`src/rtl/pisr_consts.svh`:
```
`ifndef PISR_CONSTS_SVH
`define PISR_CONSTS_SVH

// command codes
`define PISR_CODE_CAPABILITY 8'h19
`define PISR_CODE_REVISION 8'h98
`define PISR_CODE_GUI_A 8'hb0
`define PISR_CODE_GUI_B 8'hb1
`define PISR_CODE_OEM 8'hb2
`define PISR_CODE_PAGED_SCRATCH 8'hb3
`define PISR_CODE_UNPAGED_SCRATCH 8'hb4
`define PISR_CODE_MAKER_RSV_A 8'hb5
`define PISR_CODE_MAKER_INFO 8'hb6
`define PISR_CODE_MAKER_RSV_B 8'hbc
`define PISR_CODE_MAKER_IDENTITY 8'he7
`define PISR_CODE_FACTORY_LOT 8'he8

// capability fields and values
`define PISR_CAP_PEC_BIT 7
`define PISR_CAP_SCL_MSB 6
`define PISR_CAP_SCL_LSB 5
`define PISR_CAP_SCL_400K 2'h1
`define PISR_CAP_ALERT_BIT 4
`define PISR_CAP_RESET 8'hb0
`define PISR_REVISION_RESET 8'h11

// information word
`define PISR_INFO_ECC_BIT 5
`define PISR_INFO_RESET 16'h0000

// scratch bank slot map
`define PISR_SLOT_GUI_A 5'h00
`define PISR_SLOT_OEM 5'h01
`define PISR_SLOT_UNPAGED_SCRATCH 5'h02
`define PISR_BASE_GUI_B 3'h1
`define PISR_BASE_PAGED_SCRATCH 3'h2
`define PISR_BASE_MAKER_RSV_A 3'h3
`define PISR_BASE_LOT 3'h4
`define PISR_BASE_MAKER_RSV_B 3'h5
`define PISR_BANK_DEPTH 24
`define PISR_SLOT_VOLATILE 5'h14
`define PISR_SCRATCH_RESET 16'h0000

// fault log readout tail
`define PISR_FAULT_LAST_VALID 8'hed
`define PISR_FAULT_FINAL 8'hff
`define PISR_FAULT_PAD 8'h00

`endif

```
`src/rtl/unused_placeholder_none.sv`:
```
`timescale 1ns/10ps
`default_nettype none
`default_nettype wire

```
`src/rtl/pisr_pkg.sv`:
```
package pisr_pkg;

	typedef struct packed {
		logic valid;
		logic write;
		logic [1:0] page;
		logic [7:0] code;
		logic [15:0] wdata;
	} pisr_req_type;

	typedef struct packed {
		logic valid;
		logic ack;
		logic word;
		logic [15:0] data;
	} pisr_rsp_type;

	typedef struct packed {
		logic valid;
		logic [4:0] target;
		logic [15:0] data;
	} pisr_ee_load_type;

endpackage : pisr_pkg

```
`src/rtl/pisr_fault_tail.sv`:
```
`timescale 1ns/10ps
`default_nettype none
`include "pisr_consts.svh"

module pisr_fault_tail (
	input wire logic core_clk, // core clock
	input wire logic rst, // async reset, active high
	input wire logic rd_valid, // host reads one log byte
	input wire logic [7:0] rd_index, // byte position in the block
	input wire logic [7:0] src_byte, // byte from the log store
	input wire logic set_present, // log logic captured a new log
	output logic [7:0] out_byte, // byte returned to host
	output logic out_valid, // out_byte valid pulse
	output logic present // log present flag
);

	logic [7:0] byte_r, byte_nxt;
	logic valid_r, valid_nxt;
	logic present_r, present_nxt;

	always_comb begin
		byte_nxt = src_byte;
		if (rd_index > `PISR_FAULT_LAST_VALID) begin
			byte_nxt = `PISR_FAULT_PAD;
		end
		valid_nxt = rd_valid;
		present_nxt = present_r;
		if (rd_valid && rd_index == `PISR_FAULT_FINAL) begin
			present_nxt = 1'h0;
		end
		// a new log in the same cycle must not be lost
		if (set_present) begin
			present_nxt = 1'h1;
		end
	end

	always_ff @(posedge core_clk or posedge rst) begin
		if (rst) begin
			byte_r <= 8'h00;
			valid_r <= 1'h0;
			present_r <= 1'h0;
		end else begin
			byte_r <= byte_nxt;
			valid_r <= valid_nxt;
			present_r <= present_nxt;
		end
	end

	assign out_byte = byte_r;
	assign out_valid = valid_r;
	assign present = present_r;
endmodule : pisr_fault_tail
`default_nettype wire

```
`src/rtl/pisr_regs.sv`:
```
`timescale 1ns/10ps
`default_nettype none
`include "pisr_consts.svh"

module pisr_regs
	import pisr_pkg::*;
#(
	parameter logic [15:0] MAKER_IDENTITY = 16'h5a3c // arbitrary value
) (
	input wire logic core_clk, // core clock
	input wire logic rst, // async reset, active high
	input wire pisr_req_type req, // command access
	output var pisr_rsp_type rsp, // command answer
	input wire pisr_ee_load_type ee_load, // eeprom image word
	input wire logic restore_all, // restore-all command pulse
	input wire logic bulk_read, // eeprom bulk read done pulse
	input wire logic ecc_clean, // no ecc corrections in user space
	input wire logic pec_cfg_en, // global checking enable
	output logic pec_required, // checking currently required
	input wire logic fl_rd_valid, // fault log byte read
	input wire logic [7:0] fl_rd_index, // fault log byte position
	input wire logic [7:0] fl_src_byte, // fault log stored byte
	input wire logic fl_set_present, // new fault log captured
	output logic [7:0] fl_byte, // fault log byte to host
	output logic fl_byte_valid, // fault log byte pulse
	output logic fault_log_present // fault log present flag
);

	logic [7:0] cap_byte;
	logic [15:0] info_r, info_nxt;
	logic por_pending_r, por_pending_nxt;
	logic pec_r, pec_nxt;
	pisr_rsp_type rsp_r, rsp_nxt;

	logic hit;
	logic writable;
	logic is_word;
	logic use_bank;
	logic [4:0] slot;
	logic [15:0] fixed_data;
	logic [15:0] bank_data;
	logic bank_wr;
	logic refresh;

	// capability assembled from its fields
	always_comb begin
		cap_byte = 8'h00;
		cap_byte[`PISR_CAP_PEC_BIT] = 1'h1;
		cap_byte[`PISR_CAP_SCL_MSB:`PISR_CAP_SCL_LSB] = `PISR_CAP_SCL_400K;
		cap_byte[`PISR_CAP_ALERT_BIT] = 1'h1;
	end

	// command decode
	always_comb begin
		hit = 1'h1;
		writable = 1'h0;
		is_word = 1'h1;
		use_bank = 1'h0;
		slot = 5'h00;
		fixed_data = 16'h0000;
		unique case (req.code)
			`PISR_CODE_CAPABILITY: begin
				is_word = 1'h0;
				fixed_data = {8'h00, cap_byte};
			end
			`PISR_CODE_REVISION: begin
				is_word = 1'h0;
				fixed_data = {8'h00, `PISR_REVISION_RESET};
			end
			`PISR_CODE_MAKER_IDENTITY: begin
				fixed_data = MAKER_IDENTITY;
			end
			`PISR_CODE_MAKER_INFO: begin
				fixed_data = info_r;
			end
			`PISR_CODE_FACTORY_LOT: begin
				is_word = 1'h0;
				use_bank = 1'h1;
				slot = {`PISR_BASE_LOT, req.page};
			end
			`PISR_CODE_GUI_A: begin
				writable = 1'h1;
				use_bank = 1'h1;
				slot = `PISR_SLOT_GUI_A;
			end
			`PISR_CODE_GUI_B: begin
				writable = 1'h1;
				use_bank = 1'h1;
				slot = {`PISR_BASE_GUI_B, req.page};
			end
			`PISR_CODE_OEM: begin
				writable = 1'h1;
				use_bank = 1'h1;
				slot = `PISR_SLOT_OEM;
			end
			`PISR_CODE_PAGED_SCRATCH: begin
				writable = 1'h1;
				use_bank = 1'h1;
				slot = {`PISR_BASE_PAGED_SCRATCH, req.page};
			end
			`PISR_CODE_UNPAGED_SCRATCH: begin
				writable = 1'h1;
				use_bank = 1'h1;
				slot = `PISR_SLOT_UNPAGED_SCRATCH;
			end
			`PISR_CODE_MAKER_RSV_A: begin
				writable = 1'h1;
				use_bank = 1'h1;
				slot = {`PISR_BASE_MAKER_RSV_A, req.page};
			end
			`PISR_CODE_MAKER_RSV_B: begin
				writable = 1'h1;
				use_bank = 1'h1;
				slot = {`PISR_BASE_MAKER_RSV_B, req.page};
			end
			default: begin
				hit = 1'h0;
			end
		endcase
	end

	// read-only codes are acknowledged but never stored
	assign bank_wr = req.valid && req.write && writable;

	pisr_word_bank u_bank (
		.core_clk(core_clk),
		.rst(rst),
		.wr_en(bank_wr),
		.wr_slot(slot),
		.wr_data(req.wdata),
		.ee(ee_load),
		.rd_slot(slot),
		.rd_data(bank_data)
	);

	// response, one cycle after the request
	always_comb begin
		rsp_nxt = '0;
		rsp_nxt.valid = req.valid;
		rsp_nxt.ack = req.valid && hit;
		rsp_nxt.word = is_word;
		if (req.valid && hit && !req.write) begin
			if (use_bank) begin
				rsp_nxt.data = is_word ? bank_data : {8'h00, bank_data[7:0]};
			end else begin
				rsp_nxt.data = fixed_data;
			end
		end
	end

	// the reset value cannot be taken from a port, so the first
	// clock after release performs the power-on refresh
	assign refresh = por_pending_r || restore_all || bulk_read;

	always_comb begin
		por_pending_nxt = 1'h0;
		info_nxt = info_r;
		if (refresh) begin
			info_nxt = `PISR_INFO_RESET;
			info_nxt[`PISR_INFO_ECC_BIT] = ecc_clean;
		end
		pec_nxt = pec_cfg_en;
	end

	always_ff @(posedge core_clk or posedge rst) begin
		if (rst) begin
			rsp_r <= '0;
			info_r <= `PISR_INFO_RESET;
			por_pending_r <= 1'h1;
			pec_r <= 1'h0;
		end else begin
			rsp_r <= rsp_nxt;
			info_r <= info_nxt;
			por_pending_r <= por_pending_nxt;
			pec_r <= pec_nxt;
		end
	end

	assign rsp = rsp_r;
	assign pec_required = pec_r;

	pisr_fault_tail u_tail (
		.core_clk(core_clk),
		.rst(rst),
		.rd_valid(fl_rd_valid),
		.rd_index(fl_rd_index),
		.src_byte(fl_src_byte),
		.set_present(fl_set_present),
		.out_byte(fl_byte),
		.out_valid(fl_byte_valid),
		.present(fault_log_present)
	);
endmodule : pisr_regs
`default_nettype wire

```
`src/rtl/pisr_word_bank.sv`:
```
`timescale 1ns/10ps
`default_nettype none
`include "pisr_consts.svh"

module pisr_word_bank
	import pisr_pkg::*;
(
	input wire logic core_clk, // core clock
	input wire logic rst, // async reset, active high
	input wire logic wr_en, // host write strobe
	input wire logic [4:0] wr_slot, // host write slot
	input wire logic [15:0] wr_data, // host write data
	input wire pisr_ee_load_type ee, // eeprom image word
	input wire logic [4:0] rd_slot, // read slot
	output logic [15:0] rd_data // read data
);

	logic [15:0] mem_r [`PISR_BANK_DEPTH];
	logic [15:0] mem_nxt [`PISR_BANK_DEPTH];

	always_comb begin
		for (int i = 0; i < `PISR_BANK_DEPTH; i++) begin
			mem_nxt[i] = mem_r[i];
		end
		// slots from the volatile base up have no eeprom copy
		if (ee.valid && ee.target < `PISR_SLOT_VOLATILE) begin
			mem_nxt[ee.target] = ee.data;
		end
		// host write wins over a concurrent image load
		if (wr_en) begin
			mem_nxt[wr_slot] = wr_data;
		end
	end

	always_ff @(posedge core_clk or posedge rst) begin
		if (rst) begin
			for (int i = 0; i < `PISR_BANK_DEPTH; i++) begin
				mem_r[i] <= `PISR_SCRATCH_RESET;
			end
		end else begin
			for (int i = 0; i < `PISR_BANK_DEPTH; i++) begin
				mem_r[i] <= mem_nxt[i];
			end
		end
	end

	assign rd_data = mem_r[rd_slot];

endmodule : pisr_word_bank
`default_nettype wire

```
`config.mk`:
```
export PLATFORM = sky130hd
export DESIGN_NAME = pisr_regs
export DESIGN_NICKNAME = d
export VERILOG_FILES = /design/src/rtl/unused_placeholder_none.sv /design/src/rtl/pisr_pkg.sv /design/src/rtl/pisr_fault_tail.sv /design/src/rtl/pisr_regs.sv /design/src/rtl/pisr_word_bank.sv
export VERILOG_INCLUDE_DIRS = /design/src /design/src/rtl
export SDC_FILE = /design/constraint.sdc
export NUM_CORES = 1
export LEC_CHECK = 0
export ABC_AREA = 0
export BUFFER_PORTS_ARGS = -buffer_cell sky130_fd_sc_hd__clkbuf_2
export CAP_MARGIN = 0
export CORE_ASPECT_RATIO = 1.25
export CORE_UTILIZATION = 35
export CTS_CLUSTER_SIZE = 12
export DETAILED_ROUTE_END_ITERATION = 6
export PLACE_DENSITY = 0.56
export SETUP_SLACK_MARGIN = 0.5
export SLEW_MARGIN = 20
export SYNTH_ARGS = -nofsm -noshare
export SYNTH_HDL_FRONTEND = slang
export SYNTH_SLANG_ARGS = --single-unit
```
`constraint.sdc`:
```
create_clock -name core_clk -period 37.2 [get_ports core_clk]
set_input_delay 5.58 -clock core_clk [delete_from_list [all_inputs] [get_ports core_clk]]
set_output_delay 5.58 -clock core_clk [all_outputs]
set_load 0.03 [all_outputs]
```
==> impl_metrics.sql <==
INSERT INTO impl_metrics (metric_group, metric, value, unit) VALUES
('die', 'core_area', '59560', 'µm²'),
('synth', 'yosysUniqueCellTypes', '69', ''),
('layout', 'multi_input_comb_area', '10030', 'µm²'),
('timing', 'finalHoldViolCount', '0', ''),
('worst_setup_path', 'worstPathCellList', 'clkbuf_2 > nand4b_1 > or4_1 > o21ai_2 > buf_4 > nand2_4 > buf_4 > nor3_1 > a221oi_1 > a31oi_1 > nor4_1', ''),
('grt', 'globalRouteOverflowTotal', '0', ''),
('layout', 'design.final.nets', '2195', ''),
('die', 'die-width', '221.6', 'µm'),
('synth', 'synth_edf_count', '0', ''),
('placed_design', 'place_congestion', '0.8580', ''),
('layout', 'filler_cell_count', '5787', ''),
('worst_setup_path', 'crit_path_top_delay_cell', 'or4_1', ''),
('worst_setup_path', 'worst-path-buf-inv', '3', ''),
('synth', 'netlist_area', '21090', 'µm²'),
('worst_setup_path', 'cpLargestDelayFamily', 'simple AND/OR/NAND/NOR gates', ''),
('timing', 'final.setup.tns', '0', 'ps'),
('worst_setup_path', 'worst_path_largest_cell_delay', '740', 'ps'),
('clock_network', 'post-cts-setup-buffer-count', '0', ''),
('worst_setup_path', 'timing.critical_path.from_type', 'primary input', ''),
('layout', 'sequential_cell_area', '10210', 'µm²'),
('clock_network', 'cts_buffer_depth', '3', ''),
('routing', 'remaining_drc_errors', '0', ''),
('worst_setup_path', 'timing.setup.critical_path_class', 'primary input to register', ''),
('timing', 'post-route-period-util', '0.2474', ''),
('synth', 'ys_seq_elements', '408', ''),
('placed_design', 'post_detail_place_hpwl', '43.08', 'mm'),
('worst_setup_path', 'critPathMaxFanout', '52', ''),
('grt', 'grt_start_max_net_pins', '157', ''),
('routing', 'sum_of_routed_wire_length_over_all_layers', '68.64', 'mm'),
('routing', 'drt_pre_antenna_iters', '6', ''),
('synth', 'synth.top_cell.area_share', '0.4829', ''),
('timing', 'timing_worst_slew_pin_value', '1178', 'ps'),
('placed_design', 'placement.io_buffers', '103', ''),
('routing', 'detailed_route_vias_per_instance', '5.557', ''),
('worst_setup_path', 'critical_path.most_common_cell', 'buf_4', ''),
('timing', 'report.final.setup_viol', '0', ''),
('synth', 'dominantRegCellSynth', 'dfrtp_1', ''),
('grt', 'vias_in_the_first_global_route', '15944', ''),
('clock_network', 'cts-resized-gates', '0', ''),
('pwr', 'power.density', '48.73', 'nW/µm²'),
('hold_path', 'hold_class', 'register to register', ''),
('timing', 'fin_skew', '23.21', 'ps'),
('grt', 'gr-usage-all-layers', '0.2220', ''),
('worst_setup_path', 'critical_path_arrival', '9640', 'ps'),
('pwr', 'peakVddDrop', '36.36', 'µV'),
('die', 'io_pins', '104', ''),
('clock_network', 'cts_root_buffer', 'clkbuf_16', ''),
('clock_network', 'cts_hold_repair.buffers', '0', ''),
('placed_design', 'place_ws', '27430', 'ps'),
('die', 'std_cell_rows', '100', ''),
('worst_setup_path', 'crit_path_end_kind', 'register', ''),
('clock_network', 'worst_setup_hold_path_clk_slew', '60', 'ps'),
('die', 'die-height', '276.5', 'µm'),
('clock_network', 'htree_levels', '2', ''),
('die', 'die_area', '61250', 'µm²'),
('timing', 'min_period', '9202', 'ps'),
('timing', 'timing.slew.headroom', '0.2128', ''),
('pwr', 'cellLeakagePower', '11.36', 'nW'),
('status', 'result_of_the_run', 'complete, no violations', ''),
('synth', 'yosys_warnings', '0', ''),
('routing', 'postRouteAntennaNets', '0', ''),
('layout', 'drive_gt1_frac', '0.1655', ''),
('clock_network', 'tritoncts.num_buffers', '46', ''),
('synth', 'synthesis.nets', '2211', ''),
('worst_setup_path', 'worst_endpoint_required_time', '37640', 'ps'),
('routing', 'avgRoutedWirePerCell', '23.48', 'µm'),
('synth', 'syn_area_per_cell', '9.870', 'µm²'),
('clock_network', 'cts_tree', 'yes', ''),
('timing', 'timing.fmax', '108.7', 'MHz'),
('timing', 'timing.final.max_slew_violations', '0', ''),
('timing', 'worst_slack', '28000', 'ps');
## cell type report
cell class | instances | area share
Antenna cell | 1 | 0.0001064
Clock buffer | 74 | 0.05810
Clock inverter | 10 | 0.004735
Inverter | 3 | 0.0007980
Multi-Input combinational cell | 1523 | 0.4266
Sequential cell | 408 | 0.4342
Tap cell | 765 | 0.04070
Timing Repair Buffer | 139 | 0.03479
## worst reg2reg max path, cell delays in order (launching register included)
cell	delay (ps)
dfrtp_1	350
and3_1	150
a211oi_1	60
nor4_1	440
a41oi_1	370
nor3_1	370
## per-stage QoR
step	power [W]	utilization	hold WS (ps)	std cells	area, µm²
2_1_floorplan	0.0006622	-	452.2	2137	21090
3_5_place_dp	0.0007042	0.3694	468.3	2837	22000
4_1_cts	0.001155	0.3942	483.7	2921	23480
3_3_place_gp	0.0006955	0.3692	461.1	2837	21990
6_report	0.001146	0.3949	483.5	2923	23520
5_1_grt	0.001199	0.3949	503.2	2923	23520
## layer usage
metal | track usage | part of all wire
met1 | 0.2876 | 0.42
met2 | 0.3718 | 0.48
met3 | 0.04038 | 0.065
met4 | 0.07532 | 0.032
met5 | 0 | 0
## cell usage in the layout (no fill, tap or decap), types with 9 or more instances in the layout
master     netlist  final
a221oi_1         9      9
a31oi_1         18     18
a211oi_1        17     17
nor2_1         268    267
nand2b_1         9      9
mux2_1          41     41
clkbuf_1       112     17
o22ai_1          9      9
and3_1          24     24
buf_4            6     34
clkbuf_8         0     11
nand2_2          2     11
a2111oi_0       17     17
mux2_2         104    104
nand3_1         74     74
dfrtp_1        407    407
nor3_1          13     12
nor2b_1         16     14
clkbuf_2         1    103
a21oi_1        289    289
clkbuf_16        0     46
nand2_1        233    223
mux4_2          14     14
or3_1           11     11
mux2i_1        264    264
o21ai_0         10     10
nor4_1          13     12
## cells by family after synthesis
kind of cell / after synthesis / share of synthesized area
buf+inv: 206 / 0.04366
flops: 408 / 0.4841
simple gates: 694 / 0.1438
xor+xnor: 1 / 0.0004153
other cells: 1 / 0.0001778
mux: 423 / 0.2177
compound gates: 404 / 0.1102
## where the power goes
group	total, W	switching (W)	internal, W
Combinational	0.000149	0.0000791	0.0000695
Clock	0.000448	0.000194	0.000254
Sequential	0.000550	0.0000365	0.000513
## synthesized netlist by cell type, drive strengths merged (2+ instances only)
cell type	count
dfrtp	407
a21oi	289
nor2	270
mux2i	264
nand2	235
mux2	145
clkbuf	113
buf	90
nand3	74
and3	24
a31oi	19
a2111oi	17
a211oi	17
nor2b	16
o21ai	15
mux4	14
nor4	14
nor3	13
or3	11
a221oi	9
nand2b	9
o22ai	9
o31ai	8
nand4	6
nor3b	5
and2	4
or4	4
a31o	3
a32oi	3
inv	3
a21o	2
a22o	2
nand4b	2
o21a	2
or2	2
or4b	2
## worst paths after layout
kind                                             start                           to  slack [ps]  cells past startpoint
max                                            req[20]             rsp[4]$_DFF_PP0_       28000                     11
min                         u_bank.mem_r[31]$_DFF_PP0_   u_bank.mem_r[31]$_DFF_PP0_         480                      1
max reg2reg                u_bank.mem_r[341]$_DFF_PP0_             rsp[5]$_DFF_PP0_       35340                      5
min reg2reg                 u_bank.mem_r[31]$_DFF_PP0_   u_bank.mem_r[31]$_DFF_PP0_         480                      1
max in group asynchronous                          rst  u_bank.mem_r[206]$_DFF_PP0_       29850                      5
min in group asynchronous                          rst       pec_required$_DFF_PP0_        5110                      2
## sequential cells by signal, indices dropped and copies added, names as in the netlist
signal,count
u_bank.mem_r,376
rsp,19
u_tail.out_byte,8
info_r,1
pec_required,1
por_pending_r,1
u_tail.out_valid,1
u_tail.present,1
Note: power is estimated with default switching activity, not from simulation.
